===== src/verilog/vmpe_params.svh =====
// constants of the video microcode pixel engine
// assumes inclusion by bare name from the package and the modules
// Behaviour
// - during visible picture fetch memory words into the internal shift register
// - each step with a target other than none routes shift-register bits into Y, A or B
// - taking bits and shifting are independent; same bits may feed several coefficients
// - a step holds target, take count and a separate shift count
// - target none and shift count zero are legal steps
// - four microcode steps per pixel, then no-ops up to the pixel width
// - up to 20 bits per pixel: Y 8 bits, A and B 6 bits
// - Y sets brightness, A and B drive the two chroma axes
// - no look-up table; coefficients come straight from pixel bits unless table select supplies chroma
// - program length counts steps and sets cycles per pixel; a stalled step adds cycles
// - table select takes chroma from table bits: U low four bits, V signed
`ifndef VMPE_PARAMS_SVH
`define VMPE_PARAMS_SVH
`define VMPE_SR_W 32
`define VMPE_WORD_W 16
`define VMPE_STEPS 4
`define VMPE_Y_W 8
`define VMPE_C_W 6
`define VMPE_TBL_W 4
`define VMPE_MIN_PLEN 4
`define VMPE_PLEN_W 4
// step word: target [9:8], take [7:4], shift [3:0]
`define VMPE_STEP_W 10
`define VMPE_TGT_POS 8
`define VMPE_TAKE_POS 4
`define VMPE_SHIFT_POS 0
`define VMPE_CNT_W 4
`endif


===== src/verilog/vmpe_pkg.sv =====
// types of the video microcode pixel engine
// assumes vmpe_params.svh is on the include path
`include "vmpe_params.svh"
package vmpe_pkg;
   typedef enum logic [1:0] {
      VMPE_TGT_NONE = 2'b00,
      VMPE_TGT_Y = 2'b01,
      VMPE_TGT_A = 2'b10,
      VMPE_TGT_B = 2'b11
   } vmpe_tgt_t;
endpackage


===== src/verilog/vmpe_step.sv =====
// decoder of one microcode step against the shift register
// assumes the caller holds shift register and fill count
`timescale 1ns/10ps
`default_nettype none
`include "vmpe_params.svh"
module vmpe_step
   import vmpe_pkg::*;
#(
   parameter int SR_W = `VMPE_SR_W
) (
   input wire logic [`VMPE_STEP_W-1:0] step,
   input wire logic [SR_W-1:0] sr,
   input wire logic [5:0] fill,
   output vmpe_tgt_t tgt,
   output logic [`VMPE_CNT_W-1:0] shift,
   output logic [`VMPE_Y_W-1:0] value,
   output logic ready
);
   logic [`VMPE_CNT_W-1:0] take;
   logic [SR_W-1:0] picked;
   always_comb begin
      tgt = vmpe_tgt_t'(step[`VMPE_TGT_POS +: 2]);
      take = step[`VMPE_TAKE_POS +: `VMPE_CNT_W];
      shift = step[`VMPE_SHIFT_POS +: `VMPE_CNT_W];
      // msb-first pick, right aligned; no palette stage
      if (take == 4'h0) begin
         picked = '0;
      end else begin
         picked = sr >> (6'(SR_W) - 6'(take));
      end
      value = picked[`VMPE_Y_W-1:0];
      // stall until enough bits are present for both take and shift
      ready = (fill >= 6'(take)) && (fill >= 6'(shift));
   end
endmodule
`default_nettype wire


===== src/verilog/vmpe_engine.sv =====
// pixel unpacking microcode engine: memory words in, Y/A/B coefficients out
// assumes the fetch path holds each offered word on mem_valid until mem_req takes it
`timescale 1ns/10ps
`default_nettype none
`include "vmpe_params.svh"
module vmpe_engine
   import vmpe_pkg::*;
#(
   parameter int SR_W = `VMPE_SR_W,
   parameter int WORD_W = `VMPE_WORD_W
) (
   input wire logic clk,
   input wire logic rst_b,
   input wire logic picture_active,
   input wire logic [`VMPE_PLEN_W-1:0] prog_len,
   input wire logic [`VMPE_STEPS*`VMPE_STEP_W-1:0] ucode,
   input wire logic chroma_table_select,
   input wire logic [`VMPE_TBL_W-1:0] u_table,
   input wire logic [`VMPE_TBL_W-1:0] v_table,
   output logic mem_req,
   input wire logic mem_valid,
   input wire logic [WORD_W-1:0] mem_data,
   output logic [`VMPE_Y_W-1:0] coef_y,
   output logic [`VMPE_C_W-1:0] coef_a,
   output logic [`VMPE_C_W-1:0] coef_b,
   output logic pixel_strobe
);
   // =====================================================
   // state
   typedef struct packed {
      logic [SR_W-1:0] sr;
      logic [5:0] fill;
      logic [`VMPE_PLEN_W-1:0] cnt;
      logic [`VMPE_Y_W-1:0] wy;
      logic [`VMPE_C_W-1:0] wa;
      logic [`VMPE_C_W-1:0] wb;
      logic [`VMPE_Y_W-1:0] oy;
      logic [`VMPE_C_W-1:0] oa;
      logic [`VMPE_C_W-1:0] ob;
      logic strobe;
   } vmpe_state_t;

   vmpe_state_t st_reg;
   vmpe_state_t st_next;

   // =====================================================
   // step decode
   logic [`VMPE_STEP_W-1:0] cur_step;
   vmpe_tgt_t tgt;
   logic [`VMPE_CNT_W-1:0] shift;
   logic [`VMPE_Y_W-1:0] value;
   logic step_ready;
   logic is_ucode;
   logic [`VMPE_PLEN_W-1:0] plen;
   logic advance;
   logic last;
   logic take_word;
   logic [5:0] fill_after;
   logic [SR_W-1:0] word_ext;

   // first four steps come from microcode, the rest are no-ops
   assign is_ucode = st_reg.cnt < `VMPE_PLEN_W'(`VMPE_STEPS);
   assign cur_step = is_ucode ? ucode[st_reg.cnt[1:0]*`VMPE_STEP_W +: `VMPE_STEP_W] : '0;
   // shorter programs cannot fit the four fixed steps
   assign plen = (prog_len < `VMPE_PLEN_W'(`VMPE_MIN_PLEN)) ?
      `VMPE_PLEN_W'(`VMPE_MIN_PLEN) : prog_len;

   vmpe_step #(.SR_W(SR_W)) u_step (
      .step(cur_step),
      .sr(st_reg.sr),
      .fill(st_reg.fill),
      .tgt(tgt),
      .shift(shift),
      .value(value),
      .ready(step_ready)
   );

   // refill as soon as a whole word fits even with no shift this cycle
   assign mem_req = picture_active && (st_reg.fill <= 6'(SR_W - WORD_W));
   assign take_word = mem_req && mem_valid;
   assign advance = picture_active && step_ready;
   // at-or-beyond, so a width lowered mid-pixel ends the pixel instead of wrapping
   assign last = advance && (st_reg.cnt >= plen - `VMPE_PLEN_W'(1));
   assign fill_after = advance ? st_reg.fill - 6'(shift) : st_reg.fill;
   assign word_ext = {mem_data, {(SR_W-WORD_W){1'b0}}};

   // =====================================================
   // next state
   always_comb begin
      st_next = st_reg;
      st_next.strobe = 1'b0;
      if (!picture_active) begin
         // leftover bits of a line never leak into the next one
         st_next.sr = '0;
         st_next.fill = '0;
         st_next.cnt = '0;
         // a pixel cut by the end of the picture leaves no partial coefficients
         st_next.wy = '0;
         st_next.wa = '0;
         st_next.wb = '0;
      end else begin
         if (advance) begin
            // take and shift are separate: take reads before shift
            case (tgt)
               VMPE_TGT_Y: st_next.wy = value;
               VMPE_TGT_A: st_next.wa = value[`VMPE_C_W-1:0];
               VMPE_TGT_B: st_next.wb = value[`VMPE_C_W-1:0];
               VMPE_TGT_NONE: st_next.wy = st_next.wy;
               default: st_next.wy = st_next.wy;
            endcase
            st_next.sr = st_reg.sr << shift;
            st_next.cnt = last ? '0 : st_reg.cnt + `VMPE_PLEN_W'(1);
         end
         if (take_word) begin
            st_next.sr = st_next.sr | (word_ext >> fill_after);
         end
         st_next.fill = fill_after + (take_word ? 6'(WORD_W) : 6'h00);
         if (last) begin
            st_next.oy = st_next.wy;
            if (chroma_table_select) begin
               // table U is always positive, table V sign extends
               st_next.ob = {2'b00, u_table};
               st_next.oa = {{2{v_table[3]}}, v_table};
            end else begin
               st_next.oa = st_next.wa;
               st_next.ob = st_next.wb;
            end
            st_next.strobe = 1'b1;
            st_next.wy = '0;
            st_next.wa = '0;
            st_next.wb = '0;
         end
      end
   end

   always_ff @(posedge clk or negedge rst_b) begin
      if (!rst_b) begin
         st_reg <= '0;
      end else begin
         st_reg <= st_next;
      end
   end

   assign coef_y = st_reg.oy;
   assign coef_a = st_reg.oa;
   assign coef_b = st_reg.ob;
   assign pixel_strobe = st_reg.strobe;
endmodule
`default_nettype wire


===== config.mk =====
export PLATFORM = sky130hd
export DESIGN_NAME = vmpe_engine
export DESIGN_NICKNAME = d
export VERILOG_FILES = /design/src/verilog/vmpe_pkg.sv /design/src/verilog/vmpe_step.sv /design/src/verilog/vmpe_engine.sv
export VERILOG_INCLUDE_DIRS = /design/src /design/src/verilog
export SDC_FILE = /design/constraint.sdc
export NUM_CORES = 1
export LEC_CHECK = 0
export BUFFER_PORTS_ARGS = -buffer_cell sky130_fd_sc_hd__buf_2
export CELL_PAD_IN_SITES_DETAIL_PLACEMENT = 0
export CELL_PAD_IN_SITES_GLOBAL_PLACEMENT = 1
export CORE_MARGIN = 2
export CORE_UTILIZATION = 45
export DETAILED_ROUTE_END_ITERATION = 7
export HOLD_SLACK_MARGIN = 0.08
export PLACE_DENSITY = 0.81
export RECOVER_POWER = 100
export SYNTH_ARGS = -nofsm -noshare
export SYNTH_HDL_FRONTEND = slang
export SYNTH_SLANG_ARGS = --single-unit

===== constraint.sdc =====
create_clock -name clk -period 5.65 [get_ports clk]
set_clock_uncertainty 0.15 [all_clocks]
set_input_delay 0.8475 -clock clk [delete_from_list [all_inputs] [get_ports clk]]
set_output_delay 0.8475 -clock clk [all_outputs]
set_load 0.02 [all_outputs]

==> results by group <==
Flow run
  – Max cap viols: 1

Die
  – Initial Util: 0.4629
  – FP Rows: 46
  – Core box area: 16,000 µm²
  – Die X: around 130 µm
  – Die ar.: approximately 18,000 µm²
  – Die height: 132.3 µm
  – IO Pins: 95

STA
  – Sum Neg Setup Slack: 0 ns
  – Worst rel slew slack: -0.2964
  – # setup viols final: 0
  – Final Hold Fails: 0
  – Pins Over Slew Limit: between 70 and 80
  – Setup ws final: ~0.50 ns
  – Period utilisation layout: 0.9109
  – RSZ-0062 raised after global routing: no
  – Fin crit period: about 5.1 ns
  – Slew @ Worst Pin: 1.945 ns
  – F_max: slightly below 200 MHz

Global routing
  – All-Layer GR Usage: 0.2692
  – GRT Residual Overflow: 0
  – Vias in the first global route: roughly 6,700
  – Largest net degree at the start of global routing: between 70 and 80
  – GR Layer Usage met1: 0.3843
  – First-pass GRT wire length: roughly 37 mm
  – Initial antenna violation count: 1
  – GRT busiest layer: met2
  – Met3 Usage GRT: 0.05613
  – Met2 usage: 0.3964

Power
  – Tot Pwr: 4391 µW
  – Leak: approximately 0.0038 µW
  – Pwr Density: 539.9 nW/µm²
  – Peak supply drop: 0.2498 mV

Critical path
  – Most common cell on crit path: a21oi_1
  – Cell Chain, Critical Path: mux4_2 -> nand2_2 -> inv_1 -> ha_1 -> nor3b_1 -> o21ai_2 -> nand4bb_1 -> xor2_1 -> and2_0 -> nand2_1 -> nor3_1 -> a21oi_1 -> a21oi_1
  – Worst path bufs/invs: 1
  – CP top delay family: simple AND/OR/NAND/NOR gates
  – CP max stage delay: 0.61 ns
  – CP max-delay cell: mux4_2
  – CP Class: flop to flop
  – Worst setup EP type: flop
  – CP required: between 5 and 6 ns
  – Crit Path Max Fanout: 11
  – Arr. time, crit path: around 5.3 ns
  – Critical Path Start Type: flop

Finish
  – Finished Core Util: 0.5084
  – ANT cells: 0
  – Commonest non-fill, non-tap cell in the layout: mux2i_1
  – Max reg flops: 62
  – Fillers: ~1,600
  – Area growth, synth to finish: 9.814%
  – Post-Layout Inst Area: about 8000 µm²
  – Most frequent cells in the layout: 127 x mux2i_1, 83 x dfrtp_1, 81 x nand2_1, 75 x nor2_1, 71 x buf_2
  – Nets: roughly 980
  – Share of cells above drive strength 1: 0.1790

Synthesis
  – Syn avg cell area: 8.850 µm²
  – Ys flop type: dfrtp_1
  – Ys async rst share: 1.000
  – Mapped Cells: around 840
  – Netlist cell types: 75
  – Cell Area, Synth: approximately 7400 µm²
  – Synth Net Count: between 900 and 1,000
  – Post-synth EDFFs: 0
  – Synth Register Bits: a little over 80
  – Seq/Total Area, Yosys: 0.2804
  – Warnings, synthesis: 0

Hold path
  – Min-delay worst type: input pin to asynchronous set/reset pin

Routing
  – Detailed Route Iter0 Violations: between 700 and 800
  – DR WL/cell: 21.16 µm
  – Post-route antenna net violation count: 0
  – Detailed-route via count: between 6,000 and 7,000
  – Drt drc: 0
  – Mean number of vias per cell: 6.222
  – DR pass1 iterations: 5
  – Detailed-route wire length: ~23 mm

Placed design
  – DP Area: 7909 µm²
  – PortBufs: 94
  – Gpl congestion: approximately 1
  – Pre-CTS WS: 0.4177 ns
  – DP Wirelength: 17.97 mm

Status
  – Failing checks: capacitance limit, slew limit
  – Run status: finished, violations left

Clock network
  – Later-pin clock latency in the skew report: approximately 0.35 ns
  – Root buf cell: clkbuf_16
  – Post-CTS sizing: 0
  – # Post-CTS Setup Buffers: 0
  – CTS tree: yes
  – Longest Clk Path Bufs: 2
  – Reg clk slew, reported paths: about 0.07 ns
  – Total CTS buffers: 9
  – Hold_buf cts: 0
  – Clock sinks: 83
  – H-Tree Depth: 3
-- power breakdown --
part | switching (µW) | internal, µW
sequential | 213 | 728
combinational | 1760 | 1110
clock | 275 | 306
total | 2250 | 2140
-- area by class of cell --
| class | count | area (µm²) | share of cell area |
|---|---|---|---|
| Clock inverter | 7 | 60.06 | 0.007383 |
| Inverter | 15 | 56.30 | 0.006922 |
| Tap cell | 216 | 270.3 | 0.03323 |
| Sequential cell | 83 | 2077 | 0.2553 |
| Multi-Input combinational cell | 660 | 4822 | 0.5928 |
| Timing Repair Buffer | 120 | 623.1 | 0.07660 |
| Clock buffer | 9 | 225.2 | 0.02769 |
-- worst paths after layout --
path / from / end / slack (ns) / depth (start not counted)
min in group clk: coef_y[5]$_DFFE_PN0P_ / coef_y[5]$_DFFE_PN0P_ / 0.33 / 2
hold / removal: rst_b / st_reg[49]$_DFF_PN0_ / 0.23 / 1
max in group asynchronous: rst_b / st_reg[36]$_DFF_PN0_ / 2.91 / 2
hold reg to reg: coef_y[5]$_DFFE_PN0P_ / coef_y[5]$_DFFE_PN0P_ / 0.33 / 2
setup / recovery: st_reg[41]$_DFFE_PN0P_ / st_reg[80]$_DFF_PN0_ / 0.50 / 13
setup reg to reg: st_reg[41]$_DFFE_PN0P_ / st_reg[80]$_DFF_PN0_ / 0.50 / 13
-- stage by stage --
step	hold slack [ns]	instances
6_report	0.2331	1110
3_3_place_gp	0.3076	1094
3_5_place_dp	0.3128	1094
4_1_cts	0.1462	1110
2_1_floorplan	0.2998	837
5_1_grt	0.2765	1110
-- cells by family after synthesis --
family | synth area share
compound gates | 0.2106
fa+ha+maj | 0.02973
xor+xnor | 0.01047
mux | 0.2541
simple gates | 0.1461
flops | 0.2804
buf+inv | 0.06858
-- cells in the mapped netlist, drive strengths merged (5+ instances only) --
cell type | count | area (µm²)
mux2i | 128 | 1281
nand2 | 84 | 325.3
dfrtp | 83 | 2077
nor2 | 75 | 281.5
o21ai | 64 | 327.8
a21oi | 54 | 274.0
buf | 46 | 327.8
clkbuf | 33 | 123.9
mux2 | 20 | 229.0
nor3 | 17 | 90.09
and2 | 16 | 102.6
ha | 16 | 200.2
mux4 | 16 | 371.6
a22oi | 14 | 105.1
inv | 14 | 52.55
a211oi | 12 | 90.09
nand3 | 12 | 60.06
nand2b | 10 | 62.56
o31ai | 8 | 60.06
a22o | 7 | 61.31
o22ai | 7 | 43.79
a221oi | 6 | 52.55
a31oi | 6 | 37.54
nor2b | 6 | 37.54
o211ai | 6 | 50.05
xnor2 | 6 | 52.55
a211o | 5 | 43.79
a32oi | 5 | 43.79
o21a | 5 | 37.54
o221ai | 5 | 43.79
-- metal layers --
metal  wire [µm]  part of all wire
met2       10080              0.43
met1       10600              0.45
met5           0                 0
met4         941             0.040
met3        1862             0.079
Note: power is estimated with default switching activity, not from simulation.
